==> config.mk <==
export PLATFORM = sky130hd
export DESIGN_NAME = sbc_reset_supervisor
export DESIGN_NICKNAME = d
export VERILOG_FILES = /design/src/design/sbc_reset_supervisor.v /design/src/design/spi_frame_slave.v
export VERILOG_INCLUDE_DIRS = /design/src /design/src/design
export SDC_FILE = /design/constraint.sdc
export NUM_CORES = 1
export LEC_CHECK = 0
export ABC_AREA = 0
export BUFFER_PORTS_ARGS = -buffer_cell sky130_fd_sc_hd__buf_2
export CAP_MARGIN = 10
export CORE_MARGIN = 3
export CORE_UTILIZATION = 44
export CTS_BUF_LIST = sky130_fd_sc_hd__clkbuf_4
export DETAILED_ROUTE_END_ITERATION = 16
export GPL_ROUTABILITY_DRIVEN = 1
export GPL_TIMING_DRIVEN = 0
export PLACE_DENSITY = 0.6
export SLEW_MARGIN = 5
export SYNTH_ARGS = -nofsm -noshare
export SYNTH_HDL_FRONTEND = slang
export SYNTH_SLANG_ARGS = --single-unit
==> constraint.sdc <==
create_clock -name clk_sys -period 3.4 [get_ports clk_sys]
set_clock_uncertainty 0.2 [all_clocks]
set_input_delay 0.34 -clock clk_sys [delete_from_list [all_inputs] [get_ports clk_sys]]
set_output_delay 0.34 -clock clk_sys [all_outputs]
set_load 0.02 [all_outputs]
==> src/design/sbc_supervisor_defines.vh <==
// constants for the supervisor pin logic
`ifndef SBC_SUPERVISOR_DEFINES_VH
`define SBC_SUPERVISOR_DEFINES_VH
// clock rate in kHz
`define CLK_KHZ 125000
// reset hold times in microseconds
`define RST_HOLD_STD_US 15000
`define RST_HOLD_SHORT_US 3500
// cycles, longest time rounds down
`define RST_HOLD_STD_CYC ((`RST_HOLD_STD_US * `CLK_KHZ) / 1000)
`define RST_HOLD_SHORT_CYC ((`RST_HOLD_SHORT_US * `CLK_KHZ) / 1000)
// operating modes
`define MODE_NORMAL 2'h0
`define MODE_STANDBY 2'h1
`define MODE_STOP 2'h2
`define MODE_SLEEP 2'h3
// spi frame: cmd bits [7:6], mode field [1:0]
`define SPI_BITS 8
`define CMD_MODE 2'h1
`define CMD_WATCHDOG_FAULT_OUT_N 2'h2
`define CMD_INTEN 2'h3
// supervisor states
`define ST_RESET 2'h0
`define ST_RUN 2'h1
`endif

==> src/design/sbc_reset_supervisor.v <==
// supervisor pin logic toward the host controller
`timescale 1ns/1ps
`include "sbc_supervisor_defines.vh"
module sbc_reset_supervisor #(
   parameter SHORT_VARIANT = 0,
   parameter HOLD_STD_CYC = `RST_HOLD_STD_CYC,
   parameter HOLD_SHORT_CYC = `RST_HOLD_SHORT_CYC,
   parameter WATCHDOG_FAULT_OUT_N_TIMEOUT_CYC = 12500000
) (
   // clock and reset
   input wire clk_sys,
   input wire rst_n,
   // supply monitor and interrupt sources
   input wire vdd_undervoltage,
   input wire [3:0] irq_src,
   // host reset, interrupt, watchdog
   output reg host_reset_out_n,
   output reg interrupt_out_n,
   output reg watchdog_fault_out_n,
   // spi pins
   input wire spi_sclk,
   input wire spi_cs_n,
   input wire spi_mosi,
   output wire spi_miso_o,
   output wire spi_miso_oe,
   // can logic pins
   input wire can_txd_in,
   output reg can_rxd_out,
   input wire can_bus_rx,
   output reg can_bus_tx,
   // mode
   output reg [1:0] op_mode_r
);
   // =====================================================
   // pin synchronisers
   reg [1:0] sclk_q, cs_q, mosi_q, uv_q, txd_q, brx_q;
   reg [3:0] irq_q1, irq_q2;
   always @(posedge clk_sys or negedge rst_n) begin
      if (!rst_n) begin
         sclk_q <= 2'h0;
         cs_q <= 2'h3;
         mosi_q <= 2'h0;
         uv_q <= 2'h0;
         txd_q <= 2'h3;
         brx_q <= 2'h3;
         irq_q1 <= 4'h0;
         irq_q2 <= 4'h0;
      end else begin
         sclk_q <= {sclk_q[0], spi_sclk};
         cs_q <= {cs_q[0], spi_cs_n};
         mosi_q <= {mosi_q[0], spi_mosi};
         uv_q <= {uv_q[0], vdd_undervoltage};
         txd_q <= {txd_q[0], can_txd_in};
         brx_q <= {brx_q[0], can_bus_rx};
         irq_q1 <= irq_src;
         irq_q2 <= irq_q1;
      end
   end
   // =====================================================
   // spi command path
   wire [7:0] rx_word;
   wire rx_done;
   wire miso_bit;
   reg [3:0] irq_en_r;
   reg [3:0] irq_pend_r;
   spi_frame_slave #(.BITS(`SPI_BITS)) u_spi (
      .clk_sys(clk_sys),
      .rst_n(rst_n),
      .sclk_s(sclk_q[1]),
      .cs_n_s(cs_q[1]),
      .mosi_s(mosi_q[1]),
      .tx_word({op_mode_r, ~watchdog_fault_out_n, 1'b0, irq_pend_r}),
      .miso_r(miso_bit),
      .rx_word_r(rx_word),
      .rx_done_r(rx_done)
   );
   assign spi_miso_o = miso_bit;
   assign spi_miso_oe = ~cs_q[1];
   // command decode, shared by all three strobes
   function is_cmd;
      input done;
      input [7:0] word;
      input [1:0] code;
      begin
         is_cmd = done && (word[7:6] == code);
      end
   endfunction
   wire cmd_mode = is_cmd(rx_done, rx_word, `CMD_MODE);
   wire cmd_watchdog_fault_out_n = is_cmd(rx_done, rx_word, `CMD_WATCHDOG_FAULT_OUT_N);
   wire cmd_inten = is_cmd(rx_done, rx_word, `CMD_INTEN);
   // =====================================================
   // watchdog
   localparam [23:0] WD_LAST = WATCHDOG_FAULT_OUT_N_TIMEOUT_CYC - 1;
   reg [23:0] wd_cnt_r;
   wire wd_miss = wd_cnt_r == WD_LAST;
   // =====================================================
   // reset supervisor
   reg [1:0] st_r;
   reg [20:0] hold_r;
   wire [20:0] hold_len = SHORT_VARIANT ? HOLD_SHORT_CYC[20:0] : HOLD_STD_CYC[20:0];
   wire in_run = st_r == `ST_RUN;
   always @(posedge clk_sys or negedge rst_n) begin
      if (!rst_n) begin
         st_r <= `ST_RESET;
         hold_r <= 21'h0;
         host_reset_out_n <= 1'b0;
         wd_cnt_r <= 24'h0;
         watchdog_fault_out_n <= 1'b1;
      end else begin
         if (in_run && (uv_q[1] || wd_miss)) begin
            st_r <= `ST_RESET;
            hold_r <= 21'h0;
            host_reset_out_n <= 1'b0;
         end else if (!in_run) begin
            if (uv_q[1])
               hold_r <= 21'h0;
            else if (hold_r >= hold_len - 21'h1) begin
               st_r <= `ST_RUN;
               host_reset_out_n <= 1'b1;
            end else
               hold_r <= hold_r + 21'h1;
         end
         if (!in_run || cmd_watchdog_fault_out_n)
            wd_cnt_r <= 24'h0;
         else
            wd_cnt_r <= wd_cnt_r + 24'h1;
         if (in_run && wd_miss)
            watchdog_fault_out_n <= 1'b0;
         else if (cmd_watchdog_fault_out_n)
            watchdog_fault_out_n <= 1'b1;
      end
   end
   // =====================================================
   // modes and interrupts
   always @(posedge clk_sys or negedge rst_n) begin
      if (!rst_n) begin
         op_mode_r <= `MODE_NORMAL;
         irq_en_r <= 4'h0;
         irq_pend_r <= 4'h0;
         interrupt_out_n <= 1'b1;
      end else begin
         if (!in_run)
            op_mode_r <= `MODE_NORMAL;
         else if (cmd_mode)
            op_mode_r <= rx_word[1:0];
         if (cmd_inten)
            irq_en_r <= rx_word[3:0];
         // set wins over the read-clear
         irq_pend_r <= (cmd_inten ? 4'h0 : irq_pend_r) | (irq_q2 & irq_en_r);
         interrupt_out_n <= ~|irq_pend_r;
      end
   end
   // =====================================================
   // can logic pins
   always @(posedge clk_sys or negedge rst_n) begin
      if (!rst_n) begin
         can_rxd_out <= 1'b1;
         can_bus_tx <= 1'b1;
      end else begin
         can_rxd_out <= brx_q[1];
         can_bus_tx <= (op_mode_r == `MODE_NORMAL) ? txd_q[1] : 1'b1;
      end
   end
endmodule // sbc_reset_supervisor

==> src/design/spi_frame_slave.v <==
// spi slave shift engine, sampled in the system clock domain
`timescale 1ns/1ps
`include "sbc_supervisor_defines.vh"
module spi_frame_slave #(
   parameter BITS = `SPI_BITS
) (
   // clock and reset
   input wire clk_sys,
   input wire rst_n,
   // synchronised spi pins
   input wire sclk_s,
   input wire cs_n_s,
   input wire mosi_s,
   // data to return
   input wire [BITS-1:0] tx_word,
   // results
   output reg miso_r,
   output reg [BITS-1:0] rx_word_r,
   output reg rx_done_r
);
   reg sclk_d_r;
   reg [BITS-1:0] sh_r;
   reg [3:0] cnt_r;
   wire rise = sclk_s & ~sclk_d_r;
   wire fall = ~sclk_s & sclk_d_r;
   always @(posedge clk_sys or negedge rst_n) begin
      if (!rst_n) begin
         sclk_d_r <= 1'b0;
         sh_r <= {BITS{1'b0}};
         cnt_r <= 4'h0;
         miso_r <= 1'b0;
         rx_word_r <= {BITS{1'b0}};
         rx_done_r <= 1'b0;
      end else begin
         sclk_d_r <= sclk_s;
         rx_done_r <= 1'b0;
         if (cs_n_s) begin
            cnt_r <= 4'h0;
            sh_r <= tx_word;
            miso_r <= tx_word[BITS-1];
         end else if (rise) begin
            sh_r <= {sh_r[BITS-2:0], mosi_s};
            cnt_r <= cnt_r + 4'h1;
            if (cnt_r == BITS - 1) begin
               rx_word_r <= {sh_r[BITS-2:0], mosi_s};
               rx_done_r <= 1'b1;
               cnt_r <= 4'h0;
            end
         end else if (fall) begin
            miso_r <= sh_r[BITS-1];
         end
      end
   end
endmodule // spi_frame_slave

# ---- Word level (Yosys, flattened, before mapping)
# Cells that the tools add are included.
dict set report classes {
  order_cmp 1
  addsub 3
  n_reduce_logical 19
  eq_ne 11
  n_div 0
  shifts 0
  mux 30
  bitwise 8
  mul 0
}
# cell n
set op_table {}
lappend op_table {{two-way mux 21 bit} 4}
lappend op_table {{adder 24 x 1 -> 24 bit, second input constant} 1}
lappend op_table {{equality test 24 bit, second input constant} 1}
lappend op_table {{two-way mux 24 bit} 1}
lappend op_table {{adder 21 x 1 -> 21 bit, second input constant} 1}
lappend op_table {{>= comparator 21 bit, second input constant} 1}
lappend op_table {{two-way mux 4 bit} 4}
lappend op_table {{two-way mux 8 bit} 2}
lappend op_table {{two-way mux 1 bit} 13}
lappend op_table {{two-way mux 2 bit} 6}
lappend op_table {{nonzero test 2 bit} 4}
lappend op_table {{AND reduction 3 bit} 2}
lappend op_table {{logical AND 1 bit} 5}
lappend op_table {{adder 4 x 1 -> 4 bit, second input constant} 1}
lappend op_table {{bitwise AND 4 bit} 1}
lappend op_table {{equality test 2 x 1 -> 1 bit, second input constant} 2}
lappend op_table {{equality test 2 bit, second input constant} 2}
lappend op_table {{equality test 4 x 3 -> 1 bit, second input constant} 1}
lappend op_table {{!= test 2 x 1 -> 1 bit, second input constant} 2}
lappend op_table {{!= test 2 bit, second input constant} 2}
lappend op_table {{NOT 1 bit} 4}
lappend op_table {{OR 4 bit} 1}
lappend op_table {{AND reduction 2 bit} 2}
lappend op_table {{OR reduction 4 bit} 1}
lappend op_table {{5 further kinds} 8}
dict set report word_totals {
  regBits 105
  mem_count 0
  out_inout_bits 9
  romBits 0
  latchBits 0
  ram_bits 0
  in_bits 12
  wordCells 97
}

# ---- Depth between registers and ports, before layout
# Gate-level depths: netlist of run 1.
dict set report depth {
  word_depth 5
  mapped_depth 8
  depth_no_buf 6
}

# ---- Cells and area by module
# From an unflattened synthesis of run 1, not the netlist that was laid out.
dict set report hier_totals {
  hier_cells 395
  area_unflattened_um2 4574.4
}
# module n_inst area_each_um2 seq_area_each_um2 cells_per_inst
set modules_own_cells {}
lappend modules_own_cells {sbc_reset_supervisor 1 3554.7 2014.4 317}
lappend modules_own_cells {spi_frame_slave 1 1019.7 575.6 78}

# ---- Least setup slack after synthesis of run 1
# Ideal clock, no wire load.
dict set report synth_timing {
  kind {flip-flop to flip-flop}
  startpoint {register hold_r[17]}
  endpoint {register hold_r[1]}
  setup_slack_ns 1.105
  stages_incl_launch_ff 8
  n_path_buf 2
  period_less_slack_ns 2.295
  setup_ns 0.132
  arrival_ns 1.963
  t_required_ns 3.068
  path_cell_list {dfrtp_1 -> or4_1 -> or4_4 -> o21ai_2 -> buf_6 -> buf_12 -> mux2i_1 -> nor2_1}
}
dict set report synth_via {
  elab_chain_len 3
}
# element line_no
set synth_rtl {}
lappend synth_rtl {{start: declaration} sbc_reset_supervisor.v:99} ;# reg [20:0] hold_r;
lappend synth_rtl {{start signal: assignment} sbc_reset_supervisor.v:121} ;# hold_r <= hold_r + 21'h1;
lappend synth_rtl {{>= comparator 21 bit} sbc_reset_supervisor.v:117} ;# else if (hold_r >= hold_len - 21'h1) begin
lappend synth_rtl {{!= test 3 bit (no source line)} --}
lappend synth_rtl {{AND reduction 2 bit (no source line)} --}
# Every way passes these cells.
# A chain may end at the register's enable or synchronous reset.

# ---- Worst setup path after layout of run 1
dict set report layout_timing {
  startpoint {register wd_cnt_r[0]}
  endpoint {register hold_r[20]}
}
dict set report layout_via {
  elab_chain_len 5
  word_cells_on_any_way 7
  cone_classes {eq/ne (3); mux (1); reduce/logical (3)}
}
# element line_no
set layout_rtl {}
lappend layout_rtl {{start: declaration} sbc_reset_supervisor.v:94} ;# reg [23:0] wd_cnt_r;
lappend layout_rtl {{start signal: assignment} sbc_reset_supervisor.v:126} ;# wd_cnt_r <= wd_cnt_r + 24'h1;
lappend layout_rtl {{equality test 24 bit *} sbc_reset_supervisor.v:95} ;# wire wd_miss = wd_cnt_r == WD_LAST;
lappend layout_rtl {{logical OR 1 bit *} sbc_reset_supervisor.v:110} ;# if (in_run && (uv_q[1] || wd_miss)) begin
lappend layout_rtl {{logical AND 1 bit *} sbc_reset_supervisor.v:110}
lappend layout_rtl {{!= test 3 bit (no source line) or != test 2 x 1 -> 1 bit (tied branches)} --}
lappend layout_rtl {{AND reduction 2 bit (no source line)} --}
# Every way passes the cells marked *; elsewhere a longest branch is shown, timed or not.

==> results of run 1 <==
through the flow:
step | instances | cell area (sq um) | hold WS (ns) | util, %
4_1_cts | 569 | 4820 | 0.155 | 51.5
3_3_place_gp | 541 | 4550 | 0.133 | 48.6
6_report | 569 | 4820 | 0.156 | 51.5
5_1_grt | 569 | 4820 | 0.171 | 51.5
2_1_floorplan | 392 | 4290 | -0.156 | -
3_5_place_dp | 542 | 4580 | 0.135 | 48.8
cells in the final DEF, fill, tap and decap left out, types with 3 or more instances in the layout:
master	instances
inv_1	5
inv_6	3
or4_1	3
xor2_1	20
nand3_1	17
dlygate4sd3_1	11
mux2i_1	9
nor2b_1	4
or3_1	17
mux2_2	10
ha_1	3
dfrtp_1	91
nand4_1	14
clkbuf_4	9
xnor2_1	7
clkbuf_1	8
and3_1	8
clkinv_4	3
nand2_1	37
buf_2	21
o21ai_0	12
nor4_1	10
dfstp_2	10
nor2_1	44
a21oi_1	20
a22o_1	4
o21ai_1	9
flip-flops by register name (all words and copies together), names as in the netlist, 2 cells and up:
register / cells
wd_cnt_r: 24
hold_r: 21
u_spi.sh_r: 8
u_spi.rx_word_r: 6
irq_en_r: 4
irq_pend_r: 4
irq_q1: 4
irq_q2: 4
u_spi.cnt_r: 4
brx_q: 2
cs_q: 2
mosi_q: 2
op_mode_r: 2
sclk_q: 2
txd_q: 2
uv_q: 2
path summary, 6_finish.rpt:
check | start | endpoint | depth (start not counted)
max reg2reg | wd_cnt_r[0] | hold_r[20] | 6
min reg2reg | irq_q1[1] | irq_q2[1] | 0
min in group asynchronous | rst_n | u_spi.cnt_r[0] | 2
max | wd_cnt_r[0] | hold_r[20] | 6
min | irq_q1[1] | irq_q2[1] | 0
max in group asynchronous | rst_n | can_rxd_out | 3
synth_stat cells, types with 8 or more instances:
library cell  number
mux2i_1            9
or3_1             17
nand3_1           17
and3_1             8
dfrtp_1           91
mux2_2            10
o21ai_1            9
nand2_1           37
nand4_1           14
o21ai_0           12
dfstp_2           10
clkbuf_1           8
a21oi_1           20
nor2_1            44
nor4_1            10
xor2_1            20
cell type report:
class	count	share of cell area [%]
Sequential cell	101	52.7
Clock buffer	9	1.40
Buffer	12	1.48
Clock inverter	7	1.43
Inverter	5	0.389
Multi-Input combinational cell	274	34.5
Tap cell	129	3.35
Timing Repair Buffer	32	4.82
logic make-up (layout without fill, tap and decap cells):
logic type | after synthesis | count (layout)
multiplexers | 19 | 19
XOR/XNOR | 27 | 27
flip-flops | 101 | 101
AO/OA/AOI/OAI | 58 | 58
buffers and inverters | 17 | 65
AND/OR/NAND/NOR | 167 | 167
adder cells (fa/ha/maj) | 3 | 3
metal layers:
| layer | vias up | part of all wire [%] | wire length [um] | track usage, % |
|---|---|---|---|---|
| met5 | - | 0 | 0 | 0 |
| met4 | 0 | 0.98 | 79 | 3.66 |
| met3 | 6 | 2.6 | 206 | 4.32 |
| met2 | 28 | 47 | 3810 | 25.1 |
| met1 | 1459 | 49 | 3970 | 21.6 |
| li1 | 1468 | - | - | - |
report_power, final:
part | internal [mW] | leakage (nW) | switching [mW] | total, mW
combinational | 0.0305 | 0.636 | 0.0508 | 0.0812
sequential | 1.23 | 1.33 | 0.0124 | 1.24
clock | 0.169 | 0.0742 | 0.438 | 0.606
total | 1.43 | 2.04 | 0.501 | 1.93
==> metrics.cfg, run 1 <==
[floorplan]
core.rowCount=35
die_w_um=105
die_height_um=105
start_util_pct=45.8
die-area_sq_um=11000
ioPinCount=21
core_area_sq_um=9370

[yosys]
synthArstFlopShare_pct=100
synthXorXnorAreaFrac_pct=5.51
syn_nets=407
netlist.area_leader.share_pct=53.0
synth-compound-area-share_pct=8.02
syn_avg_cell_area_sq_um=11.0
netlist_area_sq_um=4290
syn_inst=392
yosys-top-cells-area=dfrtp_1, dfstp_2, xor2_1
synth_top_area_cell=dfrtp_1
synth_edf_count=0
yosysWarnings=0
yosys_most_used_dff=dfrtp_1
synth_mux_area_share_pct=4.72
ys_types=44
seq_area_frac_synth_pct=59.2
synth_simple_gate_area_share_pct=19.6
ys_ff_latch=101
synth_top_family_by_area=simple AND/OR/NAND/NOR gates
synth_fa_ha_area_share_pct=0.874

[cts]
root_buffer=clkbuf_4
clock_latency_ns=0.46
cts.clk_slew.worst_paths_ns=0.17
postCtsSetupRepairBufs=0
cts.sink_count=101
cts_made_buffers=9
cts.repair.resized=0
hold_buffers=11
tritoncts=yes
htree_levels=3
cts_buffer_depth=2

[placed_design]
place_ws_ns=0.868
routabilityCongestion=0.788
io_buffers=20
hpwl_um=5390

[sta]
worst_pin_slew_ns=0.778
setup_violations=0
hold_viol=0
period_needed_ns=2.60
setup_ws_ns=0.802
drv_slew=0
fmax_mhz=385
grt_setup_unrepaired=false
finalSetupTns_ns=0
slew_headroom_pct=48.1
fin_crit_sh_pct=76.4

[finish]
area_delta_synth_final_pct=12.4
fin_nets=450
regArea_sq_um=2540
fill_cells=879
multi_input_area_sq_um=1660
final_layout_size_suffix_gt1_share_pct=15.7
antennaDiodeCount=0

[power]
p_leak_nw=2.04
peakVddDrop_v=0.000205
power.density_nw_per_um2=400
power_mw=1.93

[critical_path]
worst_path_largest_cell_delay_ns=0.59
worstPathRequired_ns=3.53
cp_max_fo=10
arrival_ns=2.73
cp-end-kind=flop
critical_path.top_delay_family=simple AND/OR/NAND/NOR gates
rrSetupSlack_ns=0.80
crit_buf_inv=1
path_class=reg2reg
cp-start-kind=flop
slowest_stage=nor4_1
worstPathCellList=ha_1 > nand4_1 > nor4_1 > or2_2 > clkbuf_1 > nor2_1

[global_route]
grt_pass1_vias=2956
track_usage_pct=15.8
grt_start_max_net_pins=62
grt_pass1_wl_um=14100
antenna_found_initial=0
grt.overflow.total=0

[route]
vias=2961
ant_nets=0
drt-initial-drc-count=120
drt_pre_antenna_iters=4
drt_wl_total_um=8070
vias_per_cell=5.20
wl_per_cell_um=14.2
drc=0

[status]
status=finished clean

[hold_path]
hp-class=reg2reg

[job]
cap_viol_max_count=0

(Power assumes the default switching activity.)
==> run 2: changes to the inputs <==
--- a/config.mk
+++ b/config.mk
@@ -6,7 +6,7 @@
 export SDC_FILE = /design/constraint.sdc
 export NUM_CORES = 1
 export LEC_CHECK = 0
-export ABC_AREA = 0
+export ABC_AREA = 1
 export BUFFER_PORTS_ARGS = -buffer_cell sky130_fd_sc_hd__buf_2
 export CAP_MARGIN = 10
 export CORE_MARGIN = 3
@@ -15,7 +15,7 @@
 export DETAILED_ROUTE_END_ITERATION = 16
 export GPL_ROUTABILITY_DRIVEN = 1
 export GPL_TIMING_DRIVEN = 0
-export PLACE_DENSITY = 0.6
+export PLACE_DENSITY = 0.62
 export SLEW_MARGIN = 5
 export SYNTH_ARGS = -nofsm -noshare
 export SYNTH_HDL_FRONTEND = slang
==> constraint.sdc (replaced) <==
create_clock -name clk_sys -period 2.39 [get_ports clk_sys]
set_clock_uncertainty 0.2 [all_clocks]
set_input_delay 0.239 -clock clk_sys [delete_from_list [all_inputs] [get_ports clk_sys]]
set_output_delay 0.239 -clock clk_sys [all_outputs]
set_load 0.02 [all_outputs]
==> run 2 against run 1 <==
  * Clock power up 65%
  * Combinational power up 58%
  * Design area up 16%
  * Count of clock-buffer cells in the layout unchanged
  * Utilization down 0.33 points
  * Via count up 43%
  * Sequential power up 42%
  * Synthesized area up 17%
  * Final cell count up 45%
  * Register-to-register slack worse by 0.62 ns
  * Worst hold slack better by 0.0029 ns
  * Global-route usage up 3.7 points
  * Critical path type unchanged
==> metrics.cfg, run 2 <==
[critical_path]
rrSetupSlack_ns=0.18  ; was 0.80 ns
path_class=reg2reg  ; unchanged
regToRegStartpoint=hold_r[0]  ; was wd_cnt_r[0]
cp_max_fo=7  ; was 10
cp-end-kind=flop  ; unchanged
startpoint=hold_r[0]  ; was wd_cnt_r[0]
r2r-end=hold_r[10]  ; was hold_r[20]
arrival_ns=2.44  ; was 2.73 ns
cp-endpoint=hold_r[10]  ; was hold_r[20]
reg2reg_depth=9  ; was 6
worstPathRequired_ns=2.63  ; was 3.53 ns
cp-start-kind=flop  ; unchanged

[floorplan]
ioPinCount=21  ; unchanged
die-area_sq_um=12700  ; was 11,000 sq um
die_w_um=113  ; was 105 um
core.rowCount=38  ; was 35
die_height_um=113  ; was 105 um
start_util_pct=45.7  ; was 45.8%
core_area_sq_um=11000  ; was 9370 sq um

[power]
power.density_nw_per_um2=515  ; was 400 nW/um^2
p_leak_nw=2.49  ; was 2.04 nW
peakVddDrop_v=0.000438  ; was 0.000205 V

[yosys]
ys_ff_latch=101  ; unchanged
seq_area_frac_synth_pct=50.6  ; was 59.2%
syn_nets=648  ; was 407
netlist.area_leader.share_pct=45.4  ; was 53.0%
yosys-top-cells-area=dfrtp_1, nand2_1, nor2_1  ; was dfrtp_1, dfstp_2, xor2_1
syn_avg_cell_area_sq_um=7.92  ; was 11.0 sq um
synth_edf_count=0  ; unchanged
netlist_area_sq_um=5010  ; was 4290 sq um
syn_inst=633  ; was 392
synthArstFlopShare_pct=100  ; unchanged
synth_common_cells=nand2_1, dfrtp_1, nor2_1  ; was dfrtp_1, nor2_1, nand2_1
synth_top_area_cell=dfrtp_1  ; unchanged
ys_types=39  ; was 44
synth_most_common_cell=nand2_1  ; was dfrtp_1
yosys_most_used_dff=dfrtp_1  ; unchanged
yosysWarnings=0  ; unchanged

[finish]
antennaDiodeCount=0  ; unchanged
multi_input_area_sq_um=2140  ; was 1660 sq um
regArea_sq_um=2540  ; unchanged
largest_reg_flops=24  ; unchanged
final_area_sq_um=5620  ; was 4820 sq um
layout_common_cells=nand2_1, dfrtp_1, nor2_1  ; was dfrtp_1, nor2_1, nand2_1
area_delta_synth_final_pct=12.0  ; was 12.4%
regMostFlops=wd_cnt_r  ; unchanged
fill_cells=1066  ; was 879
reg.largest.list=wd_cnt_r (24), hold_r (21), u_spi.sh_r (8)  ; unchanged
fin_nets=693  ; was 450
final_layout_size_suffix_gt1_share_pct=12.4  ; was 15.7%
mostFrequentLayoutCell=nand2_1  ; was dfrtp_1

[placed_design]
routabilityCongestion=0.911  ; was 0.788
postPlaceCellArea_sq_um=5320  ; was 4580 sq um
hpwl_um=8350  ; was 5390 um
place_ws_ns=0.258  ; was 0.868 ns
io_buffers=20  ; unchanged

[route]
drt_pre_antenna_iters=4  ; unchanged
drc=0  ; unchanged
vias=4220  ; was 2,961
drt-initial-drc-count=241  ; was 120
wl_per_cell_um=14.1  ; was 14.2 um
ant_nets=0  ; unchanged
vias_per_cell=5.13  ; was 5.20
drt_wl_total_um=11600  ; was 8070 um

[global_route]
antenna_found_initial=0  ; unchanged
grt.overflow.total=0  ; unchanged
grt_pass1_wl_um=20000  ; was 14,100 um
grt_use_met2_pct=31.8  ; was 25.1%
grt_most_used_layer=met2  ; unchanged
grt_start_max_net_pins=72  ; was 62
grt_pass1_vias=4167  ; was 2,956
track_usage_pct=19.5  ; was 15.8%
grt_util_met1_pct=26.4  ; was 21.6%
groute.layer.met3.usage_pct=4.17  ; was 4.32%

[sta]
fmax_mhz=453  ; was 385 MHz
slew_headroom_pct=68.8  ; was 48.1%
drv_slew=0  ; unchanged
hold_viol=0  ; unchanged
setup_ws_ns=0.182  ; was 0.802 ns
grt_setup_unrepaired=false  ; unchanged
fin_crit_sh_pct=92.4  ; was 76.4%
period_needed_ns=2.21  ; was 2.60 ns
setup_violations=0  ; unchanged
worst_pin_slew_ns=0.468  ; was 0.778 ns

[cts]
cts_made_buffers=9  ; unchanged
root_buffer=clkbuf_4  ; unchanged
cts.sink_count=101  ; unchanged
htree_levels=3  ; unchanged
postCtsSetupRepairBufs=0  ; unchanged
cts_buffer_depth=2  ; unchanged
tritoncts=yes  ; unchanged
cts.clk_slew.worst_paths_ns=0.21  ; was 0.17 ns
cts.repair.resized=0  ; unchanged
clock_latency_ns=0.50  ; was 0.46 ns

[job]
cap_viol_max_count=0  ; unchanged

[hold_path]
hp-class=in2reg  ; was reg2reg

[status]
status=finished clean  ; unchanged

## run 2: changes by cell type after synthesis, moves of 9 or more
cell,delta
nand2_1,+135
inv_1,+52
or3_1,-17
o21ai_0,+15
mux2i_1,-9
xor2_1,-15
nor2_2,+9
mux2_2,-9
nor3_1,+17
nand3_1,+46
nor2_1,+44
## run 2: what timing repair did
action / in CTS / in global routing
hold endpoints to repair: 101 / 0
setup endpoints to repair: 0 / 0
hold buffers: 13 / 0
## run 2: worst max-delay path: stages, from the launching register on
cell	delay, ns
dfrtp_1	0.53
ha_1	0.39
nand3_1	0.24
inv_2	0.19
nand2_1	0.14
o21bai_1	0.15
nand3_1	0.08
nor2_1	0.11
nand2_1	0.06
nand2_1	0.05
## run 2: cell type report
class,count,area share (%)
sequential,101,45.2
multi-input combinational,453,38.1
timing repair buffer,34,4.63
inverter,66,4.41
tap,140,3.12
clock inverter,7,1.76
buffer,13,1.54
clock buffer,9,1.20
## run 2: metrics by stage
step	power (mW)	TNS [ns]	cells	hold slack (ns)	utilization [%]
after floorplan	1.84	0	633	-0.257	-
after global placement	1.90	-17.77	793	0.134	48.2
after detailed placement	1.91	0	794	0.0250	48.4
after CTS	2.93	0	823	0.130	51.1
after global routing	3.01	0	823	0.117	51.1
final	2.89	0	823	0.159	51.1
## run 2: cells by family (layout without fill, tap and decap cells)
group,Yosys count,after routing,synth area share [%]
flip-flops,101,101,50.6
adder cells (fa/ha/maj),3,3,0.749
buffers and inverters,79,129,6.66
AND/OR/NAND/NOR,379,379,32.7
AO/OA/AOI/OAI,61,61,7.41
multiplexers,1,1,0.225
XOR/XNOR,9,9,1.57
## run 2: power breakdown
group	internal, mW	switching (mW)
combinational	0.0439	0.0839
clock	0.281	0.719
sequential	1.75	0.0184
## run 2: worst min-delay path by stage
| stage | startpoint | endpoint | slack, ns | cells after the start |
|---|---|---|---|---|
| after CTS | can_bus_rx | brx_q[0] | 0.13 | 2 |
| final | vdd_undervoltage | uv_q[0] | 0.16 | 2 |
| after global placement | irq_q1[3] | irq_q2[3] | 0.13 | 0 |
| after floorplan | rst_n | hold_r[0] | -0.26 | 0 |
| after global routing | can_bus_rx | brx_q[0] | 0.12 | 2 |
| after detailed placement | rst_n | u_spi.miso_r | 0.03 | 1 |
## run 2: per-layer routing
| metal | wire [um] | vias to the layer above |
|---|---|---|
| li1 | - | 2142 |
| met1 | 5560 | 1984 |
| met2 | 5380 | 76 |
| met3 | 396 | 18 |
| met4 | 236 | 0 |
| met5 | 0 | - |
==> run 3: changes to the inputs <==
--- a/config.mk
+++ b/config.mk
@@ -10,12 +10,12 @@
 export BUFFER_PORTS_ARGS = -buffer_cell sky130_fd_sc_hd__buf_2
 export CAP_MARGIN = 10
 export CORE_MARGIN = 3
-export CORE_UTILIZATION = 44
+export CORE_UTILIZATION = 41
 export CTS_BUF_LIST = sky130_fd_sc_hd__clkbuf_4
 export DETAILED_ROUTE_END_ITERATION = 16
 export GPL_ROUTABILITY_DRIVEN = 1
 export GPL_TIMING_DRIVEN = 0
-export PLACE_DENSITY = 0.62
+export PLACE_DENSITY = 0.59
 export SLEW_MARGIN = 5
 export SYNTH_ARGS = -nofsm -noshare
 export SYNTH_HDL_FRONTEND = slang
==> run 3 against run 2 <==
  * Final cell count increased by 0.12%
  * Critical endpoint is now hold_r[16]
  * Utilization decreased by 3.3 points
  * Design area decreased by 0.69%
  * Worst hold slack got worse by 0.070 ns
  * Sequential share of layout area increased by 0.31 points
  * Count of clock-buffer cells in the layout increased by 1
  * Setup slack improved by 0.12 ns
  * First-iteration DRC count increased by 24%
  * Fmax increased by 5.8%
  * Routed wire length decreased by 2.9%
  * Highest routed layer unchanged
==> metrics.cfg, run 3 (same netlist as run 2, synthesis figures left out) <==
[status]
status=finished clean  ; unchanged

[sta]
setup_ws_ns=0.303  ; was 0.182 ns
drv_slew=0  ; unchanged
hold_viol=0  ; unchanged
setup_violations=0  ; unchanged
fin_crit_sh_pct=87.3  ; was 92.4%
finalSetupTns_ns=0  ; unchanged
period_needed_ns=2.09  ; was 2.21 ns
worst_pin_slew_ns=0.622  ; was 0.468 ns
slew_headroom_pct=58.5  ; was 68.8%
fmax_mhz=479  ; was 453 MHz
grt_setup_unrepaired=false  ; unchanged

[critical_path]
crit_path_frequent_cell=nand2_1  ; unchanged
worstPathRequired_ns=2.57  ; was 2.63 ns
worst_path_largest_cell_delay_ns=0.51  ; was 0.53 ns
cp-start-kind=flop  ; unchanged
worstPathCellList=ha_2 > nand3_1 > inv_2 > nand2_1 > nor2_1 > nand2_1 > nand3_1 > nor2_1 > nand2_1 > nand2_1  ; was ha_1 > nand3_1 > inv_2 > nand2_1 > o21bai_1 > nand3_1 > nor2_1 > nand2_1 > nand2_1
critical_path.top_delay_family=simple AND/OR/NAND/NOR gates  ; unchanged
cp-end-kind=flop  ; unchanged
arrival_ns=2.26  ; was 2.44 ns
reg2reg_depth=10  ; was 9
cp_max_fo=7  ; unchanged
crit_buf_inv=1  ; unchanged
slowest_stage=dfrtp_1  ; unchanged
path_class=reg2reg  ; unchanged
crit_cells=10  ; was 9

[floorplan]
ioPinCount=21  ; unchanged
die-area_sq_um=13600  ; was 12,700 sq um
start_util_pct=43.0  ; was 45.7%
core_area_sq_um=11700  ; was 11,000 sq um
die_height_um=117  ; was 113 um
die_w_um=117  ; was 113 um
core.rowCount=39  ; was 38

[finish]
postLayoutCoreUtil_pct=47.8  ; was 51.1%
largest_reg_flops=24  ; unchanged
fill_cells=1143  ; was 1,066
area_delta_synth_final_pct=11.2  ; was 12.0%
antennaDiodeCount=0  ; unchanged
layout_common_cells=nand2_1, dfrtp_1, nor2_1  ; unchanged
regMostFlops=wd_cnt_r  ; unchanged
fin_nets=691  ; was 693
final_layout_size_suffix_gt1_share_pct=12.6  ; was 12.4%
reg.largest.list=wd_cnt_r (24), hold_r (21), u_spi.sh_r (8)  ; unchanged
mostFrequentLayoutCell=nand2_1  ; unchanged
stdcell_count=824  ; was 823

[placed_design]
hpwl_um=8240  ; was 8350 um
dp_cells=797  ; was 794
routabilityCongestion=0.888  ; was 0.911
place_ws_ns=0.262  ; was 0.258 ns
io_buffers=20  ; unchanged

[route]
ant_nets=0  ; unchanged
vias_per_cell=5.01  ; was 5.13
vias=4130  ; was 4,220
drc=0  ; unchanged
drt-initial-drc-count=299  ; was 241
drt_pre_antenna_iters=4  ; unchanged
wl_per_cell_um=13.6  ; was 14.1 um
drt_wl_total_um=11200  ; was 11,600 um

[cts]
tritoncts=yes  ; unchanged
cts.sink_count=101  ; unchanged
htree_levels=3  ; unchanged
clock_latency_ns=0.48  ; was 0.50 ns
root_buffer=clkbuf_4  ; unchanged
postCtsSetupRepairBufs=0  ; unchanged
cts_buffer_depth=2  ; unchanged
cts_made_buffers=9  ; unchanged
cts.clk_slew.worst_paths_ns=0.17  ; was 0.21 ns

[power]
peakVddDrop_v=0.000395  ; was 0.000438 V
p_leak_nw=2.46  ; was 2.49 nW
power.density_nw_per_um2=500  ; was 515 nW/um^2

[global_route]
grt_pass1_wl_um=20200  ; was 20,000 um
grt_pass1_vias=4159  ; was 4,167
track_usage_pct=18.7  ; was 19.5%
grt_start_max_net_pins=58  ; was 72
antenna_found_initial=0  ; unchanged
grt.overflow.total=0  ; unchanged

[job]
cap_viol_max_count=0  ; unchanged

[hold_path]
hp-class=in2async  ; was in2reg

[run 3: changes by cell type in the layout (fill, tap and decap cells not counted)]
cell           change
clkinv_4           +1
clkbuf_4           +1
dlygate4sd3_1      -2
clkinv_8           -1
clkinvlp_4         +1
ha_1               -1
inv_12             -2
ha_2               +1
[run 3: layer usage]
metal / vias to the layer above / share of wire (%) / track usage [%]
li1: 2131 / - / -
met2: 71 / 47 / 31.3
met1: 1916 / 47 / 24.9
met5: - / 0 / 0
met3: 12 / 4.1 / 3.89
met4: 0 / 1.3 / 5.12
[run 3: cell type report]
cell class	instances	area, sq um	share of cell area, %
Tap cell	143	179	3.21
Clock buffer	10	75.1	1.35
Buffer	13	86.3	1.55
Inverter	66	248	4.44
Sequential cell	101	2540	45.5
Clock inverter	6	66.3	1.19
Multi-Input combinational cell	453	2140	38.4
Timing Repair Buffer	32	240	4.31
[run 3: repair_timing]
action / CTS / global route
setup endpoints to repair: 0 / 1
resized for setup: 0 / 1
hold endpoints to repair: 54 / 0
hold buffers: 11 / 0
[run 3: final timing paths]
path	start	endpoint	slack, ns
min	rst_n	hold_r[5]	0.09
min in group clk_sys	cs_q[0]	cs_q[1]	0.17
max in group asynchronous	rst_n	brx_q[1]	1.17
max reg2reg	hold_r[0]	hold_r[16]	0.30
min reg2reg	cs_q[0]	cs_q[1]	0.17
max	hold_r[0]	hold_r[16]	0.30
[run 3: through the flow]
step                power (mW)  area [sq um]  hold WS (ns)
floorplan                 1.84          5010        -0.257
global placement          1.90          5290         0.132
detailed placement        1.91          5320         0.114
CTS                       2.83          5580         0.109
global route              2.92          5580         0.130
finish                    2.79          5580        0.0885
[run 3: worst reg2reg max path: stages, from the launching register on]
cell	delay [ns]
dfrtp_1	0.51
ha_2	0.33
nand3_1	0.22
inv_2	0.18
nand2_1	0.14
nor2_1	0.13
nand2_1	0.05
nand3_1	0.09
nor2_1	0.05
nand2_1	0.05
nand2_1	0.04
[run 3: where the power goes]
part           internal [mW]  switching [mW]
Sequential              1.75          0.0175
Combinational         0.0423          0.0832
Clock                  0.258           0.640
Total                   2.05           0.741
